$ cat src/logic/asa_pkg.sv
// Constants shared by the serial adapter design.
// Assumes one system clock; all pins arrive from outside its domain.
package asa_pkg;
   // Control register fields
   localparam int CTL_DIV_LSB = 0;
   localparam int CTL_WLEN = 2;
   localparam int CTL_TXEN = 3;
   localparam int CTL_RTS = 4;
   localparam int CTL_TXIE = 5;
   localparam int CTL_RXEN = 6;
   localparam int CTL_RXIE = 7;
   localparam logic [7:0] CTL_RESET = 8'h00;
   // Synchroniser reset: pins at their idle levels, carrier present
   localparam logic [10:0] SYNC_IDLE = 11'h146;
   // Status register fields
   localparam int ST_RDRF = 0;
   localparam int ST_TDRE = 1;
   localparam int ST_DCD = 2;
   localparam int ST_CTS = 3;
   localparam int ST_FE = 4;
   localparam int ST_OVR = 5;
   localparam int ST_IRQ = 7;
   // Word lengths, divide ratios and divider counts
   localparam logic [3:0] BITS_8 = 4'h8;
   localparam logic [3:0] BITS_7 = 4'h7;
   localparam logic [1:0] DIV_1 = 2'h0;
   localparam logic [1:0] DIV_16 = 2'h1;
   localparam logic [1:0] DIV_64 = 2'h2;
   localparam logic [5:0] CNT_16 = 6'h0f;
   localparam logic [5:0] CNT_64 = 6'h3f;
   localparam logic [5:0] CNT_ZERO = 6'h00;
endpackage

$ cat src/logic/asa_buffer.sv
// Two-entry valid/ready buffer carrying received bytes to the bus side.
// Assumes a single clock and synchronous active-high reset.
`timescale 1ns/1ps
`default_nettype none
module asa_buffer
#(
   parameter int WIDTH = 9
)
(
   input wire logic clk,
   input wire logic rst,
   input wire logic in_valid,
   output logic in_ready,
   input wire logic [WIDTH-1:0] in_data,
   output logic out_valid,
   input wire logic out_ready,
   output logic [WIDTH-1:0] out_data
);
   logic [WIDTH-1:0] mem [0:1];
   logic wp, rp;
   logic [1:0] cnt;
   logic next_wp, next_rp;
   logic [1:0] next_cnt;
   logic push, pop;

   assign in_ready = (cnt != 2'd2);
   assign out_valid = (cnt != 2'd0);
   assign out_data = mem[rp];
   assign push = in_valid && in_ready;
   assign pop = out_valid && out_ready;

   always_comb
   begin
      next_wp = push ? ~wp : wp;
      next_rp = pop ? ~rp : rp;
      next_cnt = cnt + {1'b0, push} - {1'b0, pop};
   end

   always_ff @(posedge clk)
   begin
      if (rst)
      begin
         wp <= 1'b0;
         rp <= 1'b0;
         cnt <= 2'd0;
      end
      else
      begin
         wp <= next_wp;
         rp <= next_rp;
         cnt <= next_cnt;
      end
      if (push)
         mem[wp] <= in_data;
   end
endmodule
`default_nettype wire

$ cat src/logic/asa_top.sv
// Serial adapter: byte bus registers, transmitter and receiver.
// Assumes pins and bit clocks are asynchronous to MCLK and much slower.
// Operation
// - Respond only when selects match pattern
// - Read drives bus, write stores byte
// - Pair select picks data or control
// - Direction picks read-only or write-only member
// - Enable strobe gates buffers, times transfers
// - Eight-bit bidirectional data bus
// - Interrupt low while enabled cause present
// - Transmit bits launched on falling edge
// - Receive sampled on rising edge
// - Clear-to-send low enables transmitter
// - Carrier loss halts reception
// - Request-to-send set by control write
// - Control selects length, divide, enables
// - Frame transmit bytes, deframe and check receive
`timescale 1ns/1ps
`default_nettype none
module asa_top
(
   // Clock and reset
   input wire logic MCLK,
   input wire logic RST,
   // Processor bus
   input wire logic SELECT_HI_A,
   input wire logic SELECT_HI_B,
   input wire logic SELECT_LO_N,
   input wire logic REG_PAIR_SELECT,
   input wire logic READ_NOT_WRITE,
   input wire logic BUS_ENABLE,
   input wire logic [7:0] HOST_DATA_BUS_IN,
   output logic [7:0] HOST_DATA_BUS_OUT,
   output logic HOST_DATA_BUS_OE,
   output logic IRQ_N,
   // Serial link
   input wire logic TX_BIT_CLOCK,
   input wire logic RX_BIT_CLOCK,
   input wire logic SERIAL_IN,
   output logic SERIAL_OUT,
   input wire logic CLEAR_TO_SEND_N,
   input wire logic CARRIER_DETECT_N,
   output logic REQUEST_TO_SEND_N
);
   // ==========================================================
   // Input synchronisers
   // ==========================================================
   localparam int NS = 11;
   logic [NS-1:0] raw, s1, s2;
   assign raw = {SELECT_HI_A, SELECT_HI_B, SELECT_LO_N, REG_PAIR_SELECT, READ_NOT_WRITE,
                 BUS_ENABLE, TX_BIT_CLOCK, RX_BIT_CLOCK, SERIAL_IN, CLEAR_TO_SEND_N,
                 CARRIER_DETECT_N};
   always_ff @(posedge MCLK)
   begin
      if (RST)
      begin
         s1 <= asa_pkg::SYNC_IDLE;
         s2 <= asa_pkg::SYNC_IDLE;
      end
      else
      begin
         s1 <= raw;
         s2 <= s1;
      end
   end
   logic sa, sb, sn, rsel, rnw, en, txc, rxc, rxd, cts_n, dcd_n;
   assign {sa, sb, sn, rsel, rnw, en, txc, rxc, rxd, cts_n, dcd_n} = s2;
   logic [7:0] din_s1, din;
   always_ff @(posedge MCLK)
   begin
      din_s1 <= HOST_DATA_BUS_IN;
      din <= din_s1;
   end
   logic en_d, txc_d, rxc_d;
   always_ff @(posedge MCLK)
   begin
      if (RST)
      begin
         en_d <= 1'b0;
         txc_d <= 1'b0;
         rxc_d <= 1'b0;
      end
      else
      begin
         en_d <= en;
         txc_d <= txc;
         rxc_d <= rxc;
      end
   end
   logic sel;
   assign sel = sa && sb && !sn;
   // falling enable edge ends a transfer
   logic xfer_end;
   assign xfer_end = sel && en_d && !en;
   logic tx_fall, rx_rise;
   assign tx_fall = txc_d && !txc;
   assign rx_rise = !rxc_d && rxc;

   // ==========================================================
   // Registers
   // ==========================================================
   logic [7:0] ctl, tdr, next_ctl, next_tdr;
   logic tdre, next_tdre, fe, ovr, next_fe, next_ovr, dcd_lost, next_dcd_lost;
   logic wr_ctl, wr_tdr, rd_rdr, rd_st, tx_load;
   logic [8:0] rb_data;
   logic rb_valid;
   assign wr_ctl = xfer_end && !rnw && !rsel;
   assign wr_tdr = xfer_end && !rnw && rsel;
   assign rd_rdr = xfer_end && rnw && rsel;
   assign rd_st = xfer_end && rnw && !rsel;
   logic irq_now;
   assign irq_now = (ctl[asa_pkg::CTL_RXIE] && (rb_valid || dcd_lost))
                  || (ctl[asa_pkg::CTL_TXIE] && tdre && !cts_n);
   logic [7:0] status;
   always_comb
   begin
      status = 8'h00;
      status[asa_pkg::ST_RDRF] = rb_valid;
      status[asa_pkg::ST_TDRE] = tdre;
      status[asa_pkg::ST_DCD] = dcd_lost;
      status[asa_pkg::ST_CTS] = cts_n;
      status[asa_pkg::ST_FE] = fe;
      status[asa_pkg::ST_OVR] = ovr;
      status[asa_pkg::ST_IRQ] = irq_now;
   end
   logic rx_done, rx_fe, rb_in_ready;
   always_comb
   begin
      next_ctl = wr_ctl ? din : ctl;
      next_tdr = wr_tdr ? din : tdr;
      next_tdre = wr_tdr ? 1'b0 : (tx_load ? 1'b1 : tdre);
      // Hardware sets win over read clears
      next_fe = rx_done ? rx_fe : (rd_rdr ? 1'b0 : fe);
      next_ovr = (rx_done && !rb_in_ready) ? 1'b1 : (rd_rdr ? 1'b0 : ovr);
      next_dcd_lost = dcd_n ? 1'b1 : ((rd_st || rd_rdr) ? 1'b0 : dcd_lost);
   end
   always_ff @(posedge MCLK)
   begin
      if (RST)
      begin
         ctl <= asa_pkg::CTL_RESET;
         tdr <= 8'h00;
         tdre <= 1'b1;
         fe <= 1'b0;
         ovr <= 1'b0;
         dcd_lost <= 1'b0;
      end
      else
      begin
         ctl <= next_ctl;
         tdr <= next_tdr;
         tdre <= next_tdre;
         fe <= next_fe;
         ovr <= next_ovr;
         dcd_lost <= next_dcd_lost;
      end
   end

   // ==========================================================
   // Bus outputs
   // ==========================================================
   logic [7:0] next_dout;
   logic next_oe;
   always_comb
   begin
      // drive only during selected read enable
      next_oe = sel && rnw && en;
      next_dout = rsel ? rb_data[7:0] : status;
   end
   always_ff @(posedge MCLK)
   begin
      if (RST)
      begin
         HOST_DATA_BUS_OUT <= 8'h00;
         HOST_DATA_BUS_OE <= 1'b0;
         IRQ_N <= 1'b1;
         REQUEST_TO_SEND_N <= 1'b1;
      end
      else
      begin
         HOST_DATA_BUS_OUT <= next_dout;
         HOST_DATA_BUS_OE <= next_oe;
         IRQ_N <= !irq_now;
         REQUEST_TO_SEND_N <= !ctl[asa_pkg::CTL_RTS];
      end
   end

   // ==========================================================
   // Bit-rate enables from the divided link clocks
   // ==========================================================
   logic [5:0] tdiv, rdiv, next_tdiv, next_rdiv, dmax;
   assign dmax = (ctl[1:0] == asa_pkg::DIV_16) ? asa_pkg::CNT_16 :
                 (ctl[1:0] == asa_pkg::DIV_64) ? asa_pkg::CNT_64 : asa_pkg::CNT_ZERO;
   logic tx_tick, rx_tick;
   assign tx_tick = tx_fall && (tdiv == asa_pkg::CNT_ZERO);
   assign rx_tick = rx_rise && (rdiv == asa_pkg::CNT_ZERO);

   // ==========================================================
   // Transmitter
   // ==========================================================
   typedef enum logic [1:0] {TX_IDLE = 2'b01, TX_SHIFT = 2'b10} asa_tx_type;
   asa_tx_type tst, next_tst;
   logic [9:0] tsh, next_tsh;
   logic [3:0] tcnt, next_tcnt, nbits;
   logic next_sout;
   assign nbits = ctl[asa_pkg::CTL_WLEN] ? asa_pkg::BITS_7 : asa_pkg::BITS_8;
   assign tx_load = (tst == TX_IDLE) && tx_tick && !tdre && !cts_n && ctl[asa_pkg::CTL_TXEN];
   always_comb
   begin
      next_tst = tst;
      next_tsh = tsh;
      next_tcnt = tcnt;
      next_sout = SERIAL_OUT;
      next_tdiv = tx_fall ? ((tdiv == asa_pkg::CNT_ZERO) ? dmax : tdiv - 6'd1) : tdiv;
      unique case (tst)
         TX_IDLE:
         begin
            next_sout = 1'b1;
            if (tx_load)
            begin
               // start low, data LSB first, stop high
               next_sout = 1'b0;
               next_tsh = {2'b11, tdr};
               next_tcnt = nbits;
               next_tst = TX_SHIFT;
            end
         end
         TX_SHIFT:
         begin
            if (tx_tick)
            begin
               next_sout = tsh[0];
               next_tsh = {1'b1, tsh[9:1]};
               if (tcnt == 4'd0)
               begin
                  next_sout = 1'b1;
                  next_tst = TX_IDLE;
               end
               else
                  next_tcnt = tcnt - 4'd1;
            end
         end
      endcase
   end
   always_ff @(posedge MCLK)
   begin
      if (RST)
      begin
         tst <= TX_IDLE;
         tsh <= 10'h3ff;
         tcnt <= 4'd0;
         tdiv <= 6'd0;
         SERIAL_OUT <= 1'b1;
      end
      else
      begin
         tst <= next_tst;
         tsh <= next_tsh;
         tcnt <= next_tcnt;
         tdiv <= next_tdiv;
         SERIAL_OUT <= next_sout;
      end
   end

   // ==========================================================
   // Receiver
   // ==========================================================
   typedef enum logic [1:0] {RX_IDLE = 2'b01, RX_DATA = 2'b10} asa_rx_type;
   asa_rx_type rst_q, next_rst_q;
   logic [7:0] rsh, next_rsh;
   logic [3:0] rcnt, next_rcnt;
   logic rx_run;
   assign rx_run = !dcd_n && ctl[asa_pkg::CTL_RXEN];
   always_comb
   begin
      next_rst_q = rst_q;
      next_rsh = rsh;
      next_rcnt = rcnt;
      rx_done = 1'b0;
      rx_fe = 1'b0;
      next_rdiv = rx_rise ? ((rdiv == asa_pkg::CNT_ZERO) ? dmax : rdiv - 6'd1) : rdiv;
      if (!rx_run)
      begin
         next_rst_q = RX_IDLE;
         next_rdiv = dmax >> 1;
      end
      else
         unique case (rst_q)
            RX_IDLE:
            begin
               // Half-bit count loaded while idle; start detection reloads the full dmax count
               next_rdiv = dmax >> 1;
               if (rx_rise && !rxd)
               begin
                  next_rst_q = RX_DATA;
                  next_rcnt = nbits;
                  next_rsh = 8'h00;
                  next_rdiv = dmax;
               end
            end
            RX_DATA:
            begin
               if (rx_tick)
               begin
                  if (rcnt == 4'd0)
                  begin
                     rx_done = 1'b1;
                     rx_fe = !rxd;
                     next_rst_q = RX_IDLE;
                  end
                  else
                  begin
                     next_rsh = {rxd, rsh[7:1]};
                     next_rcnt = rcnt - 4'd1;
                  end
               end
            end
         endcase
   end
   always_ff @(posedge MCLK)
   begin
      if (RST)
      begin
         rst_q <= RX_IDLE;
         rsh <= 8'h00;
         rcnt <= 4'd0;
         rdiv <= 6'd0;
      end
      else
      begin
         rst_q <= next_rst_q;
         rsh <= next_rsh;
         rcnt <= next_rcnt;
         rdiv <= next_rdiv;
      end
   end
   logic [7:0] rx_word;
   assign rx_word = ctl[asa_pkg::CTL_WLEN] ? {1'b0, rsh[7:1]} : rsh;

   asa_buffer #(.WIDTH(9)) u_rxbuf
   (
      .clk(MCLK),
      .rst(RST),
      .in_valid(rx_done),
      .in_ready(rb_in_ready),
      .in_data({rx_fe, rx_word}),
      .out_valid(rb_valid),
      .out_ready(rd_rdr),
      .out_data(rb_data)
   );

   // ==========================================================
   // Checks
   // ==========================================================
   a_select_gate: assert property (@(posedge MCLK) disable iff (RST)
      !(sa && sb && !sn) |=> !HOST_DATA_BUS_OE) else $error("bus driven while unselected");
   a_write_no_drive: assert property (@(posedge MCLK) disable iff (RST)
      !rnw |=> !HOST_DATA_BUS_OE) else $error("bus driven during write");
   a_ctl_write: assert property (@(posedge MCLK) disable iff (RST)
      wr_ctl |=> ctl == $past(din)) else $error("control write lost");
   a_irq_level: assert property (@(posedge MCLK) disable iff (RST)
      irq_now |=> !IRQ_N) else $error("interrupt not asserted");
   a_cts_block: assert property (@(posedge MCLK) disable iff (RST)
      cts_n |-> !tx_load) else $error("transmit began without clear to send");
   a_dcd_halt: assert property (@(posedge MCLK) disable iff (RST)
      dcd_n |=> rst_q == RX_IDLE) else $error("receiver ran without carrier");
   a_tx_edge: assert property (@(posedge MCLK) disable iff (RST)
      $changed(SERIAL_OUT) |-> $past(tx_fall)) else $error("transmit bit off falling edge");
   a_rts_follow: assert property (@(posedge MCLK) disable iff (RST)
      wr_ctl |=> ##1 REQUEST_TO_SEND_N == !ctl[asa_pkg::CTL_RTS]) else $error("rts mismatch");
   a_start_low: assert property (@(posedge MCLK) disable iff (RST)
      tx_load |=> !SERIAL_OUT) else $error("start bit not low");
   c_tx_frame: cover property (@(posedge MCLK) disable iff (RST) tx_load);
   c_rx_frame: cover property (@(posedge MCLK) disable iff (RST) rx_done && !rx_fe);
   c_overrun: cover property (@(posedge MCLK) disable iff (RST) rx_done && !rb_in_ready);
endmodule
`default_nettype wire

$ cat config.mk
export PLATFORM = sky130hd
export DESIGN_NAME = asa_top
export DESIGN_NICKNAME = d
export VERILOG_FILES = /design/src/logic/asa_pkg.sv /design/src/logic/asa_buffer.sv /design/src/logic/asa_top.sv
export SDC_FILE = /design/constraint.sdc
export NUM_CORES = 1
export LEC_CHECK = 0
export ABC_AREA = 1
export BUFFER_PORTS_ARGS = -buffer_cell sky130_fd_sc_hd__buf_2
export CAP_MARGIN = 15
export CORE_MARGIN = 2
export CORE_UTILIZATION = 35
export CTS_CLUSTER_SIZE = 16
export DETAILED_ROUTE_END_ITERATION = 7
export GPL_TIMING_DRIVEN = 0
export PLACE_DENSITY = 0.49
export SYNTH_ARGS = -nofsm -noshare
export SYNTH_HDL_FRONTEND = slang
export SYNTH_SLANG_ARGS = --single-unit
$ cat constraint.sdc
create_clock -name MCLK -period 3.32 [get_ports MCLK]
set_input_delay 0.166 -clock MCLK [delete_from_list [all_inputs] [get_ports MCLK]]
set_output_delay 0.166 -clock MCLK [all_outputs]
set_load 0.01 [all_outputs]
==> results.toml <==
[run_status]
status = "finished, final reports clean"

[logic_synthesis]
ys_seq_area_share_pct = 52.5
ys_seq_elements = 134
synth.cell_area_um2 = 5410
synth_nets = 692
synthCells = 661
yosysWarnings = 0
synthDistinctLibCells = 42
avgSynthCellArea_um2 = 8.18

[power]
p_clk_share_pct = 51.9
p_total_uw = 3760
power_density_nw_per_um2 = 569
p_int_uw = 2920
p_seq_share_pct = 44.6
p_leak_uw = 0.00288
combPwrFrac_pct = 3.5
switching_share_pct = 22.3
p_sw_uw = 839
ir_worst_vdd_mv = 0.378

[die]
placeableCoreArea_um2 = 15100
ios = 33
initial_utilization_pct = 35.7
num_rows = 45
die_h_um = 128
die_w_um = 128
die-area_um2 = 16500

[placement]
dp_hpwl_um = 8150
place_area_um2 = 5810
gp_congestion = 0.823
io_buffers = 32

[drt]
first_pass_iters = 4
drt_iter0_drc = 184
drc_errors = 0
avgViaCountPerCell = 4.59
drtAntennaViolNets = 0
routedWlPerCell_um = 12.4
postRouteWirelength_um = 11600
vias = 4276

[setup_path]
endpoint_kind = "flop"
crit_type = "reg -> reg"
r2r-start = "s2[10]"
slowest_delay_ps = 310
start_kind = "flop"
path_buf_inv = 1
path_delay_family = "simple AND/OR/NAND/NOR gates"
cp_cell_sequence = "nand2_1 -> nor2_1 -> nand2_1 -> nor3_1 -> nand2_1 -> nor2_2 -> ha_1 -> inv_1 -> ha_1 -> xor2_1 -> o21ai_0 -> a21oi_1"
crit_start = "s2[10]"
slowest_stage = "dfxtp_1"
cp_max_fo = 3
required_ps = 3670
path_common_cell = "nand2_1"
arrival_ps = 2630

[cells_and_area]
multiInputGateArea_um2 = 2070
final_area_um2 = 6610
drive_gt1_share_pct = 17.1
fin_util_pct = 43.7
final_cell_mix = "118 x dfxtp_1, 118 x nand2_1, 89 x inv_1, 59 x nor2_1, 53 x o21ai_0"
syn2layout_area_growth_pct = 22.2
register_area_um2 = 2840
n_antenna_cell = 0
fillers = 1494
nNetsFinal = 762

[clocking]
clk_latency_ps = 420
ctsResizeCount = 0
cts-buffers-inserted = 17
path_clk_slew_ps = 60
cts_tree = "yes"
ctsHoldBuffers = 19
cts_root_buf = "clkbuf_16"
clock_path_buffers = 2
h-tree-depth = 4
post-cts-setup-buffer-count = 0
cts_sinks = 134

[sta]
rsz0062_at_grt = "no"
finalSetupViolCount = 0
min_period_ps = 2280
slew_violations = 0
clock_skew_ps = 7.01
fin_hold_ws_ps = 326
maxSlewHeadroom_pct = 52.5
final_hold_viol_count = 0
max_freq_ghz = 0.438
final.period_utilization_pct = 68.7
tns_ps = 0
tightest_slew_ps = 710

[global_routing]
top_usage_layer = "met2"
grt_pass1_wl_um = 19900
met1_usage_pct = 19.1
antenna_found_initial = 0
grtUsageMet3_pct = 4.62
met2_usage_pct = 25.9
grt_max_degree = 17
grt.overflow.total = 0
grt_usage_pct = 15.4
grt_pass1_vias = 4161

[job]
cap_violations = 0

[hold_path]
holdCritPathClass = "reg -> reg"
min-delay-start = "din_s1[2]"
-- metrics by stage --
step	worst slack, ps	cells
CTS	952	932
floorplan	1470	661
finish	1040	932
detailed placement	964	881
global route	710	932
global placement	1000	881
-- synthesized netlist by cell type --
library cell,count,area share [%]
nand2_2,3,0.35
nor3_1,5,0.46
o221ai_1,1,0.16
o211ai_1,3,0.42
xnor2_1,3,0.49
buf_6,2,0.42
nor4_1,1,0.12
a21boi_0,1,0.14
and3_1,1,0.12
o21ai_4,1,0.30
nand4_1,8,0.93
a31oi_1,1,0.12
edfxtp_1,16,8.9
a31o_2,1,0.16
ha_1,10,2.3
nor2_4,1,0.21
nand3_1,36,3.3
buf_2,3,0.28
clkbuf_1,12,0.83
o32ai_1,1,0.16
xor2_1,5,0.81
o21ai_1,1,0.092
buf_4,3,0.42
clkinv_1,1,0.069
nand2_1,118,8.2
inv_1,89,6.2
nand2_4,2,0.42
buf_1,2,0.14
inv_2,12,0.83
a21oi_1,46,4.3
nand3_2,4,0.74
nand3_4,1,0.32
a221oi_1,2,0.32
nor3b_4,1,0.35
nor2_2,20,2.3
or2_2,9,1.0
o21ai_0,53,4.9
nor2_1,59,4.1
a22oi_1,1,0.14
nand3b_1,3,0.42
o31ai_1,1,0.14
dfxtp_1,118,44
-- area by class of cell --
| cell class | count | area share [%] |
|---|---|---|
| Clock buffer | 17 | 6.43 |
| Tap cell | 188 | 3.56 |
| Inverter | 102 | 5.79 |
| Multi-Input combinational cell | 403 | 31.3 |
| Clock inverter | 15 | 2.91 |
| Sequential cell | 134 | 43.0 |
| Timing Repair Buffer | 51 | 5.30 |
| Buffer | 22 | 1.70 |
-- layer usage --
layer | vias to the layer above | wire length [um]
li1 | 2252 | -
met1 | 1967 | 5580
met2 | 41 | 5490
met3 | 16 | 334
met4 | 0 | 147
met5 | - | 0
-- cells by family (layout without fill, tap and decap cells) --
group,count (synthesis),count (layout),synth area share [%]
fa+ha+maj,10,10,2.31
xor+xnor,8,8,1.30
compound gates,113,113,11.3
flops,134,134,52.5
buf+inv,124,207,9.16
simple gates,272,272,23.4
-- worst paths after layout --
path / to / depth (start not counted) / slack, ps
worst min register to register: din[2] / 0 / 330
worst max register to register: u_rxbuf.cnt[1] / 12 / 1040
worst max-delay path: u_rxbuf.cnt[1] / 12 / 1040
worst min-delay path: din[2] / 0 / 330
-- power by group through the flow --
stage          sequential, uW  combinational (uW)  clock [uW]
6_report                 1680                 132        1950
5_1_grt                  1680                 149        2080
4_1_cts                  1680                 134        2000
3_5_place_dp             1710                 116           0
3_3_place_gp             1710                 115           0
2_1_floorplan            1710                74.8           0
-- flip-flops by register name, summed over array words and instances, names as in the netlist, 8 cells and up, named ones only --
signal,cells
ctl,8
HOST_DATA_BUS_OUT,8
tsh,8
rsh,8
s1,11
u_rxbuf.mem,16
tdr,8
din_s1,8
s2,11
din,8
Note: power is estimated with default switching activity, not from simulation.
